===== src/design/vtm_pkg.sv =====
package vtm_pkg;

  // ----------------------------------------------------------------------
  // register map (byte addresses, one aligned word each)
  // ----------------------------------------------------------------------
  localparam logic [7:0] ADDR_TABLE_BASE_LO = 8'h00;
  localparam logic [7:0] ADDR_TABLE_BASE_HI = 8'h04;
  localparam logic [7:0] ADDR_TABLE_CFG     = 8'h08;
  localparam logic [7:0] ADDR_ELEMENT_MAP   = 8'h0c;
  localparam logic [7:0] ADDR_STATUS        = 8'h10;
  localparam logic [7:0] ADDR_ID4           = 8'h14;
  localparam logic [7:0] ADDR_ERROR         = 8'h18;
  localparam logic [7:0] ADDR_PAS_BASE_LO   = 8'h1c;
  localparam logic [7:0] ADDR_PAS_BASE_HI   = 8'h20;
  localparam logic [7:0] ADDR_PAS_LIMIT_LO  = 8'h24;
  localparam logic [7:0] ADDR_PAS_LIMIT_HI  = 8'h28;

  // ----------------------------------------------------------------------
  // field positions
  // ----------------------------------------------------------------------
  localparam int CFG_VALID_BIT    = 0;
  localparam int CFG_IDW_LSB      = 8;
  localparam int CFG_IDW_W        = 5;
  localparam int STATUS_IDLE_BIT  = 0;
  localparam int ENTRY_VALID_BIT  = 0;
  localparam int ERR_RANGE_BIT    = 0;
  localparam int ERR_PAS_BIT      = 1;
  localparam int ERR_BUSY_BIT     = 2;

  // ----------------------------------------------------------------------
  // sizes and reset values
  // ----------------------------------------------------------------------
  localparam int          ENTRY_BYTES     = 8;
  localparam int          ENTRY_SHIFT     = 3;
  localparam int          ADDR_W          = 48;
  localparam int          MAX_IDW         = 16;
  localparam logic [31:0] RESET_WORD      = 32'h0000_0000;
  localparam logic [31:0] UNMAPPED_WORD   = 32'h0000_0000;

  typedef enum logic [3:0] {
    VTM_IDLE  = 4'b0001,
    VTM_READ  = 4'b0010,
    VTM_WRITE = 4'b0100,
    VTM_DONE  = 4'b1000
  } vtm_state_type;

  typedef struct packed {
    logic              rd;
    logic              wr;
    logic [ADDR_W-1:0] addr;
    logic [63:0]       wdata;
  } vtm_mem_req_type;

endpackage : vtm_pkg


===== src/design/vtm_addr_guard.sv =====
`timescale 1ns/10ps
module vtm_addr_guard
  import vtm_pkg::*;
(
  input  wire logic [ADDR_W-1:0]   table_base,
  input  wire logic [CFG_IDW_W-1:0] id_width,
  input  wire logic [15:0]         element_id,
  input  wire logic [ADDR_W-1:0]   pas_base,
  input  wire logic [ADDR_W-1:0]   pas_limit,
  output logic      [ADDR_W-1:0]   entry_addr,
  output logic                     in_range,
  output logic                     in_pas
);

  logic [ADDR_W-1:0] offset;

  always_comb
  begin
    offset     = ADDR_W'(element_id) << ENTRY_SHIFT;
    entry_addr = table_base + offset;  // RULE12
    in_range   = (id_width <= CFG_IDW_W'(MAX_IDW)) &&
                 ((32'(element_id) >> id_width) == 32'h0);  // RULE13
    in_pas     = (entry_addr >= pas_base) &&
                 ((entry_addr + ADDR_W'(ENTRY_BYTES - 1)) <= pas_limit)
                 && (entry_addr >= table_base);  // RULE2
  end

endmodule : vtm_addr_guard


===== src/design/vtm_table_mgr.sv =====
`timescale 1ns/10ps
// Notes on behaviour
// RULE1: software avoids writing entries while mapping is busy.
// RULE2: no memory access ever leaves the configured address window.
// RULE3: software leaves valid entries untouched.
// RULE4: software zeroes the descriptor before validating an element.
// RULE5: nonzero descriptor may or may not yield a candidate.
// RULE6: nonzero descriptor leaves element configuration unknown.
// RULE7: descriptor stays put while the owning machine is valid.
// RULE8: descriptor layout is ours alone; this block never reads it.
// RULE9: descriptor size is readable in the fourth identification register.
// RULE10: descriptor size is identical in every domain with machines.
// RULE11: every service instance reports the same descriptor size.
// RULE12: entries are eight bytes, laid at eight-byte stride.
// RULE13: table holds two to the identifier width entries.
// RULE14: clear idle, write valid bit, then set idle, in order.
// RULE15: software prepares entry invalid, maps, then waits for idle.
// RULE16: entry address is base plus id times eight, bounded.
module vtm_table_mgr
  import vtm_pkg::*;
#(
  parameter logic [15:0] DESC_SIZE = 16'h0040  // plain default, fixed per system
)
(
  input  wire logic                 clk_sys,
  input  wire logic                 arst_n,
  input  wire logic [7:0]           avs_address,
  input  wire logic                 avs_read,
  input  wire logic                 avs_write,
  input  wire logic [31:0]          avs_writedata,
  output logic      [31:0]          avs_readdata,
  output logic                      avs_waitrequest,
  output vtm_mem_req_type           mem_req,
  input  wire logic                 mem_ack,
  input  wire logic [63:0]          mem_rdata
);

  if (DESC_SIZE == 16'h0000)
  begin : g_size_check
    $error("descriptor size must be nonzero");
  end

  // ----------------------------------------------------------------------
  // register state
  // ----------------------------------------------------------------------
  logic [ADDR_W-1:0]    table_base, next_table_base;
  logic                 table_valid, next_table_valid;
  logic [CFG_IDW_W-1:0] id_width, next_id_width;
  logic [ADDR_W-1:0]    pas_base, next_pas_base;
  logic [ADDR_W-1:0]    pas_limit, next_pas_limit;
  logic [15:0]          element_id, next_element_id;
  logic                 idle, next_idle;
  logic [2:0]           err, next_err;
  logic [31:0]          next_readdata;
  logic                 next_waitrequest;
  vtm_state_type        state, next_state;
  vtm_mem_req_type      next_mem_req;
  logic [ADDR_W-1:0]    entry_addr;
  logic                 in_range;
  logic                 in_pas;
  logic                 bus_req;

  vtm_addr_guard u_guard (
    .table_base (table_base),
    .id_width   (id_width),
    .element_id (element_id),
    .pas_base   (pas_base),
    .pas_limit  (pas_limit),
    .entry_addr (entry_addr),
    .in_range   (in_range),
    .in_pas     (in_pas)
  );

  // waitrequest is high at rest; a request is answered one cycle after it rises
  assign bus_req = (avs_read || avs_write) && avs_waitrequest;

  // ----------------------------------------------------------------------
  // bus slave and mapping sequencer
  // ----------------------------------------------------------------------
  always_comb
  begin
    next_table_base  = table_base;
    next_table_valid = table_valid;
    next_id_width    = id_width;
    next_pas_base    = pas_base;
    next_pas_limit   = pas_limit;
    next_element_id  = element_id;
    next_idle        = idle;
    next_err         = err;
    next_state       = state;
    next_mem_req     = mem_req;
    next_readdata    = avs_readdata;
    next_waitrequest = 1'b1;
    if (bus_req)
    begin
      next_waitrequest = 1'b0;
      next_readdata    = UNMAPPED_WORD;
      if (avs_read)
      begin
        unique case (avs_address)
          ADDR_TABLE_BASE_LO: next_readdata = table_base[31:0];
          ADDR_TABLE_BASE_HI: next_readdata = {16'h0000, table_base[ADDR_W-1:32]};
          ADDR_TABLE_CFG:     next_readdata = {19'h0, id_width, 7'h0, table_valid};
          ADDR_ELEMENT_MAP:   next_readdata = {16'h0000, element_id};
          ADDR_STATUS:        next_readdata = {31'h0, idle};
          ADDR_ID4:           next_readdata = {16'h0000, DESC_SIZE};  // RULE9 RULE10 RULE11
          ADDR_ERROR:         next_readdata = {29'h0, err};
          ADDR_PAS_BASE_LO:   next_readdata = pas_base[31:0];
          ADDR_PAS_BASE_HI:   next_readdata = {16'h0000, pas_base[ADDR_W-1:32]};
          ADDR_PAS_LIMIT_LO:  next_readdata = pas_limit[31:0];
          ADDR_PAS_LIMIT_HI:  next_readdata = {16'h0000, pas_limit[ADDR_W-1:32]};
          default:            next_readdata = UNMAPPED_WORD;
        endcase
      end
      else
      begin
        unique case (avs_address)
          ADDR_TABLE_BASE_LO: next_table_base[31:0] = avs_writedata;
          ADDR_TABLE_BASE_HI: next_table_base[ADDR_W-1:32] = avs_writedata[15:0];
          ADDR_TABLE_CFG:
          begin
            next_table_valid = avs_writedata[CFG_VALID_BIT];
            next_id_width    = avs_writedata[CFG_IDW_LSB +: CFG_IDW_W];
          end
          ADDR_ELEMENT_MAP:
          begin
            // a second map while busy is dropped and flagged, not queued
            if (!idle)
              next_err[ERR_BUSY_BIT] = 1'b1;
            else if (table_valid)
            begin
              next_element_id = avs_writedata[15:0];
              next_idle       = 1'b0;  // RULE14
              next_state      = VTM_READ;
            end
          end
          ADDR_ERROR:        next_err = err & ~avs_writedata[2:0];
          ADDR_PAS_BASE_LO:  next_pas_base[31:0] = avs_writedata;
          ADDR_PAS_BASE_HI:  next_pas_base[ADDR_W-1:32] = avs_writedata[15:0];
          ADDR_PAS_LIMIT_LO: next_pas_limit[31:0] = avs_writedata;
          ADDR_PAS_LIMIT_HI: next_pas_limit[ADDR_W-1:32] = avs_writedata[15:0];
          default:           next_err = err;
        endcase
      end
    end
    unique case (state)
      VTM_IDLE:
        next_mem_req = '0;
      VTM_READ:
      begin
        if (!mem_req.rd && !mem_ack)
        begin
          if (!in_range || !in_pas)  // RULE2 RULE16
          begin
            next_err[ERR_RANGE_BIT] = next_err[ERR_RANGE_BIT] | !in_range;
            next_err[ERR_PAS_BIT]   = next_err[ERR_PAS_BIT] | !in_pas;
            next_state              = VTM_DONE;
          end
          else
          begin
            next_mem_req.rd   = 1'b1;
            next_mem_req.addr = entry_addr;  // RULE16
          end
        end
        else if (mem_ack)
        begin
          // read-modify-write keeps the descriptor address field untouched
          // the descriptor is never fetched, so its contents steer no access
          next_mem_req.rd    = 1'b0;
          next_mem_req.wr    = 1'b1;
          next_mem_req.wdata = mem_rdata;  // RULE8 RULE5 RULE6
          next_mem_req.wdata[ENTRY_VALID_BIT] = 1'b1;  // RULE14
          next_state         = VTM_WRITE;
        end
      end
      VTM_WRITE:
      begin
        if (mem_ack)
        begin
          next_mem_req = '0;
          next_state   = VTM_DONE;
        end
      end
      VTM_DONE:
      begin
        next_idle  = 1'b1;  // RULE14
        next_state = VTM_IDLE;
      end
    endcase
  end

  always_ff @(posedge clk_sys or negedge arst_n)
  begin
    if (!arst_n)
    begin
      table_base      <= '0;
      table_valid     <= 1'b0;
      id_width        <= '0;
      pas_base        <= '0;
      pas_limit       <= '0;
      element_id      <= '0;
      idle            <= 1'b1;
      err             <= '0;
      state           <= VTM_IDLE;
      mem_req         <= '0;
      avs_readdata    <= RESET_WORD;
      avs_waitrequest <= 1'b1;
    end
    else
    begin
      table_base      <= next_table_base;
      table_valid     <= next_table_valid;
      id_width        <= next_id_width;
      pas_base        <= next_pas_base;
      pas_limit       <= next_pas_limit;
      element_id      <= next_element_id;
      idle            <= next_idle;
      err             <= next_err;
      state           <= next_state;
      mem_req         <= next_mem_req;
      avs_readdata    <= next_readdata;
      avs_waitrequest <= next_waitrequest;
    end
  end

  // ----------------------------------------------------------------------
  // checks
  // ----------------------------------------------------------------------
  busy_during_write_a: assert property (@(posedge clk_sys) disable iff (!arst_n) // RULE14
    mem_req.wr |-> !idle)
    else $error("idle high during entry write");

  valid_bit_set_a: assert property (@(posedge clk_sys) disable iff (!arst_n) // RULE14
    mem_req.wr |-> mem_req.wdata[ENTRY_VALID_BIT])
    else $error("entry write lacks valid bit");

  idle_after_write_a: assert property (@(posedge clk_sys) disable iff (!arst_n) // RULE14
    (mem_req.wr && mem_ack) |=> ##1 idle)
    else $error("idle not restored two cycles after entry write");

  addr_in_pas_a: assert property (@(posedge clk_sys) disable iff (!arst_n) // RULE2
    (mem_req.rd || mem_req.wr) |->
      (mem_req.addr >= pas_base && mem_req.addr + ADDR_W'(7) <= pas_limit))
    else $error("access outside address window");

  addr_stride_a: assert property (@(posedge clk_sys) disable iff (!arst_n) // RULE12
    (mem_req.rd || mem_req.wr) |->
      (mem_req.addr == table_base + (ADDR_W'(element_id) << ENTRY_SHIFT)))
    else $error("entry address off stride");

  id_bound_a: assert property (@(posedge clk_sys) disable iff (!arst_n) // RULE16 RULE13
    (mem_req.rd || mem_req.wr) |-> ((32'(element_id) >> id_width) == 32'h0))
    else $error("element id beyond table");

  desc_size_a: assert property (@(posedge clk_sys) disable iff (!arst_n) // RULE9
    (!avs_waitrequest && $past(avs_read) && $past(avs_address) == ADDR_ID4)
      |-> avs_readdata[15:0] == DESC_SIZE)
    else $error("descriptor size misreported");

  bus_answer_a: assert property (@(posedge clk_sys) disable iff (!arst_n)
    (avs_read || avs_write) && avs_waitrequest |=> !avs_waitrequest)
    else $error("bus answer late");

  map_starts_busy_a: assert property (@(posedge clk_sys) disable iff (!arst_n) // RULE14
    (bus_req && avs_write && avs_address == ADDR_ELEMENT_MAP && idle && table_valid)
      |=> !idle)
    else $error("idle not cleared by mapping write");

  map_done_c: cover property (@(posedge clk_sys) disable iff (!arst_n)
    $rose(idle));
  range_err_c: cover property (@(posedge clk_sys) disable iff (!arst_n)
    $rose(err[ERR_RANGE_BIT]));
  pas_err_c: cover property (@(posedge clk_sys) disable iff (!arst_n)
    $rose(err[ERR_PAS_BIT]));
  busy_err_c: cover property (@(posedge clk_sys) disable iff (!arst_n)
    $rose(err[ERR_BUSY_BIT]));

endmodule : vtm_table_mgr


===== config.mk =====
export PLATFORM = sky130hd
export DESIGN_NAME = vtm_table_mgr
export DESIGN_NICKNAME = d
export VERILOG_FILES = /design/src/design/vtm_pkg.sv /design/src/design/vtm_addr_guard.sv /design/src/design/vtm_table_mgr.sv
export SDC_FILE = /design/constraint.sdc
export NUM_CORES = 1
export LEC_CHECK = 0
export ABC_AREA = 0
export BUFFER_PORTS_ARGS = -buffer_cell sky130_fd_sc_hd__buf_2
export CORE_UTILIZATION = 58
export CTS_CLUSTER_SIZE = 30
export DETAILED_ROUTE_END_ITERATION = 12
export PLACE_DENSITY = 0.8
export SYNTH_ARGS = -nofsm -noshare
export SYNTH_HDL_FRONTEND = slang
export SYNTH_SLANG_ARGS = --single-unit

===== constraint.sdc =====
create_clock -name clk_sys -period 8.9 [get_ports clk_sys]
set_input_delay 1.78 -clock clk_sys [delete_from_list [all_inputs] [get_ports clk_sys]]
set_output_delay 1.78 -clock clk_sys [all_outputs]
set_load 0.005 [all_outputs]

# --- After elaboration in Yosys (flattened, before gate mapping) ---
# Cells that the tools add are included.
op_classes:
  n_addsub: 2
  magnitude_cmp: 4
  n_eq_ne: 23
  n_shift: 1
  n_mux: 37
  bitwise: 5
  n_reduce_logical: 30
ops:
  columns: ["operator", "count"]
  rows:
  - ["one-hot mux 32 bit (11 select lines)", 1]
  - ["one-hot mux 114 bit (3 select lines)", 1]
  - ["two-way mux 64 bit", 2]
  - ["two-way mux 114 bit", 1]
  - [">= comparator 48 bit", 2]
  - ["two-way mux 48 bit", 2]
  - ["adder 48 x 19 -> 48 bit", 1]
  - ["adder 48 x 3 -> 48 bit (second input constant)", 1]
  - ["<= comparator 48 bit", 1]
  - ["two-way mux 4 bit", 9]
  - ["equality test 8 x 5 -> 1 bit (second input constant)", 4]
  - ["logical NOT 32 bit", 1]
  - ["two-way mux 32 bit", 1]
  - ["right shift 16 x 5 -> 32 bit", 1]
  - ["equality test 8 x 6 -> 1 bit (second input constant)", 3]
  - ["AND reduction 3 bit", 8]
  - ["equality test 8 x 4 -> 1 bit (second input constant)", 2]
  - ["AND reduction 4 bit", 4]
  - ["two-way mux 2 bit", 7]
  - ["!= test 2 bit (second input constant)", 6]
  - ["one-hot mux 4 bit (3 select lines)", 1]
  - ["two-way mux 1 bit", 11]
  - ["equality test 8 x 3 -> 1 bit (second input constant)", 1]
  - ["logical NOT 8 bit", 1]
  - ["other kinds (18)", 30]
word_totals:
  ff_bits: 321
  inputBits: 109
  output_inout_bits: 147

# --- Logic depth before layout (Yosys ltp) ---
depth:
  ltp_word: 10
  ltp_mapped: 31
  mapped_depth_nobuf: 29

# --- By module ---
# A second synthesis with hierarchy kept.
hier_totals:
  cells_unflattened: 1910
  hier_area_um2: 19703.9
by_module_without_submodules:
  columns: ["mod", "n_inst", "cells_per_inst", "area_per_inst_um2", "seq_area_each_um2"]
  rows:
  - ["vtm_table_mgr", 1, 992, 13277.7, 8011.4]
  - ["vtm_addr_guard", 1, 918, 6426.2, 0.0]

# --- Least setup slack after synthesis ---
# OpenSTA, ideal clock, no wires.
synth_path:
  path_type: "flip-flop to flip-flop"
  startpoint: "register element_id[6]"
  endpoint: "register mem_req[100] (netlist bit)"
  setup_time_ps: 121
  arrival_time_ps: 6229
  required_ps: 8779
  path_slack_ps: 2550
  stages_incl_launch_ff: 30
  period_less_slack_ps: 6350
  cell_sequence: "dfrtp_1 -> ha_1 -> a2111o_1 -> o211a_1 -> o221a_2 -> a21o_1 -> a21oi_1 -> o21ai_0 -> nand2b_1 -> or3_1 -> nor2_1 -> ha_1 -> clkbuf_1 -> or4_1 -> nor4_1 -> nand2_1 -> nor4_1 -> xor2_1 -> ha_1 -> a21o_1 -> a21o_1 -> a21oi_1 -> o21ai_0 -> a2111oi_0 -> and3_1 -> o32ai_1 -> nor3_2 -> buf_4 -> buf_6 -> o21ai_1"
synth_between:
  elab_chain_cells: 9
  elab_cells_between_ends: 18
  cone_classes: "add/sub: 2; order compare: 3; eq/ne: 1; shift: 1; mux: 3; reduce/logical: 8"
synth_rtl:
  columns: ["element", "line_no", "text"]
  rows:
  - ["start: declaration", "vtm_table_mgr.sv:51", "logic [15:0] element_id, next_element_id;"]
  - ["start signal: assignment", "vtm_table_mgr.sv:216", "element_id <= next_element_id;"]
  - ["adder 48 x 19 -> 48 bit", "vtm_addr_guard.sv:20", "entry_addr = table_base + offset;"]
  - ["adder 48 x 3 -> 48 bit", "vtm_addr_guard.sv:24", "((entry_addr + ADDR_W'(ENTRY_BYTES - 1)) <= pas_limit)"]
  - ["<= comparator 48 bit", "vtm_addr_guard.sv:24", null]
  - ["logical AND 1 bit", "vtm_addr_guard.sv:23", "in_pas = (entry_addr >= pas_base) &&"]
  - ["logical AND 1 bit", "vtm_addr_guard.sv:25", "&& (entry_addr >= table_base);"]
  - ["logical NOT 1 bit", "vtm_table_mgr.sv:153", "if (!in_range || !in_pas)"]
  - ["logical OR 1 bit", "vtm_table_mgr.sv:153", null]
  - ["!= test 2 bit (no source line)", null, null]
  - ["AND reduction 4 bit (no source line)", null, null]
  - ["end signal: assignment", "vtm_table_mgr.sv:220", "mem_req <= next_mem_req;"]
  - ["end: declaration", "vtm_table_mgr.sv:33", "output vtm_mem_req_type mem_req,"]
# Several ways; a longest one is shown, not always the timed one. The select of a mux whose other input is x is not followed.
# A chain may end at the register's enable or synchronous reset.

# --- Worst setup path in the final report ---
layout_path:
  startpoint: "register element_id[2]"
  endpoint: "register mem_req[72] (netlist bit)"
# Same word-level chain as after synthesis.

==> metrics.cfg <==
[sta]
period_minus_slack_ns=8.20
finalHoldViolCount=0
maxSlewViolCount=0
slew_headroom_pct=20.9
tightest_slew_ns=1.19
rsz0062_at_grt=no
skew_ns=0.0154
clock.fmax_mhz=122
post-route-period-util_pct=92.1
setup_tns_ns=0
fin_ws_ns=0.702
setup_viol=0

[pwr]
total_power_mw=3.87
pwr_density_cell_nw_per_um2=168
ir_drop_v=0.000228
leakage_nw=11.6

[synthesis]
synth_edf_count=0
synth.distinct_cells=87
synth-seq-cells=320
syn_avg_cell_area_um2=9.83
syn_nets=2305
ys_warn_count=0
ys.flop_type=dfrtp_1
synth_cells=2053
async_reset_ff_share_pct=100
synth_area_um2=20200
seq_area_frac_synth_pct=39.7

[place]
port_buffers=254
dp_hpwl_um=46000
gp_congestion=0.994
dp_slack_ns=0.875
place_area_um2=21900

[worst_setup_path]
crit_required_ns=9.30
cp.arrival_ns=8.60
max_stage_delay_ns=0.56
cp_max_fo=41
reg2reg_setup_slack_ns=0.70
start_kind=register
cp_slowest_cell=a2111oi_0
crit_type=register to register
crit_path_end_kind=register
path_delay_family=simple AND/OR/NAND/NOR gates
crit_buf_inv=2

[floorplanning]
ioPinCount=256
dieWidth_um=189
die_area_um2=35600
core_area_um2=33900
initial_core_util_pct=59.6
row_count=67
die_height_um=189

[clock_network]
clockBufferDepth=3
cts_num_sinks=320
cts_made_buffers=35
h-tree-depth=2
ctsHoldBuffers=0
clkLatencyLatePin_ns=0.53
ctsResizeCount=0
cts_setup_buffers=0
path_clk_slew_ns=0.06
cts_root_buf=clkbuf_16
cts_tree=done

[drt]
drtIter0Drc=1671
num_vias=17800
drcViolationCount=0
first_pass_iters=6
antenna_left=0
wl_per_cell_um=23.4
drt-total-wl_um=64000
via_per_inst=6.48

[grt]
grt_use_met1_pct=47.5
overflow=0
grt_first_pass_wirelength_um=99300
grtUsageMet2_pct=56.6
grt_max_degree=180
grt_pass1_vias=17700
grt_usage_pct=35.9
gr-max-usage-layer=met2
grt_antenna_before_repair=1
use_met3_pct=7.17

[final_layout]
finalInstanceArea_um2=23100
final_cell_mix=317 x dfrtp_1, 253 x buf_2, 188 x nand2_1
final_common_cell=dfrtp_1
drive_gt1_share_pct=25.0
syn_to_final_growth_pct=14.3
diodes=0
finalNetCount=2517
num-fill-cells=2669

[min_path]
hp-class=register to register

[flow_run]
cap_violations=0

[status]
status=complete, no violations

## synthesized netlist by cell type, drive strengths merged (3+ instances only)
| master | number | share of area, % |
|---|---|---|
| nand3b | 4 | 0.15 |
| nor2 | 80 | 1.5 |
| mux2 | 174 | 9.7 |
| or3 | 10 | 0.31 |
| and4 | 5 | 0.22 |
| ha | 142 | 8.8 |
| a21o | 68 | 2.5 |
| a222oi | 24 | 1.2 |
| a2111o | 3 | 0.17 |
| o2111ai | 3 | 0.13 |
| o21ai | 114 | 2.9 |
| xnor2 | 54 | 2.6 |
| o211a | 4 | 0.20 |
| and2 | 9 | 0.28 |
| nor3 | 32 | 0.84 |
| nand2 | 189 | 3.5 |
| o21bai | 3 | 0.11 |
| a221oi | 11 | 0.54 |
| a22o | 74 | 3.2 |
| dfrtp | 317 | 39 |
| xor2 | 31 | 1.4 |
| clkbuf | 74 | 1.4 |
| o21a | 5 | 0.19 |
| nor3b | 5 | 0.21 |
| a31oi | 17 | 0.53 |
| nand4b | 4 | 0.25 |
| dfstp | 3 | 0.39 |
| o31ai | 5 | 0.19 |
| and3 | 11 | 0.34 |
| mux2i | 11 | 0.55 |
| inv | 165 | 3.1 |
| o311ai | 4 | 0.17 |
| a21oi | 67 | 1.8 |
| nand2b | 12 | 0.37 |
| nand3 | 73 | 1.8 |
| buf | 32 | 0.79 |
| nor2b | 13 | 0.43 |
| a211oi | 14 | 0.63 |
| o211ai | 4 | 0.17 |
| or4 | 7 | 0.28 |
| o31a | 56 | 2.4 |
| a22oi | 31 | 1.2 |
| nand4 | 50 | 1.6 |
| or2 | 4 | 0.12 |
| nor4 | 19 | 0.65 |
## cells by family (layout without fill, tap and decap cells)
logic type	after synthesis	count (layout)	synth area share, %
AND/OR/NAND/NOR	529	529	13.0
AO/OA/AOI/OAI	520	520	18.9
flip-flops	320	320	39.7
buffers and inverters	271	510	5.24
multiplexers	185	185	10.3
adder cells (fa/ha/maj)	143	143	8.90
XOR/XNOR	85	85	3.99
## metrics by stage
stage	hold slack (ns)	instances	utilization, %
2_1_floorplan	0.445	2053	-
3_3_place_gp	0.455	2676	64.7
3_5_place_dp	0.461	2676	64.7
4_1_cts	0.475	2740	68.1
5_1_grt	0.486	2740	68.1
6_report	0.470	2740	68.1
## routing by layer
layer | routed length, um | share of wire, %
met5 | 11 | 0.017
met4 | 3120 | 4.9
met3 | 5720 | 8.9
met2 | 29100 | 45
met1 | 26100 | 41
## power by group
group          internal (mW)  switching (mW)
sequential              1.50          0.0618
combinational          0.215           0.602
clock                  0.866           0.618
## sequential cells by signal (all words and copies together) (netlist names)
register / cells
element_id: 16
id_width: 5
table_valid: 1
avs_waitrequest: 1
idle: 1
pas_base: 48
table_base: 48
mem_req: 113
avs_readdata: 32
err: 3
state: 4
pas_limit: 48
## path summary, 6_finish.rpt
check | endpoint | cells after the start | start
max in group asynchronous | mem_req[13]$_DFFE_PN0P_ | 2 | arst_n
worst min-delay path | avs_readdata[7]$_DFFE_PN0P_ | 1 | avs_readdata[7]$_DFFE_PN0P_
worst max-delay path | mem_req[72]$_DFFE_PN0P_ | 29 | element_id[2]$_DFFE_PN0P_
worst min register to register | avs_readdata[7]$_DFFE_PN0P_ | 1 | avs_readdata[7]$_DFFE_PN0P_
worst max register to register | mem_req[72]$_DFFE_PN0P_ | 29 | element_id[2]$_DFFE_PN0P_
min in group asynchronous | id_width[0]$_DFFE_PN0P_ | 1 | arst_n
## final cells by class
class	instances	area (um2)	area share, %
Multi-Input combinational cell	1462	11200	48.6
Sequential cell	320	8010	34.7
Timing Repair Buffer	281	1510	6.54
Clock buffer	51	1030	4.45
Inverter	165	619	2.68
Tap cell	448	561	2.43
Clock inverter	13	139	0.602
No activity file was read; power rests on OpenSTA's default activity.
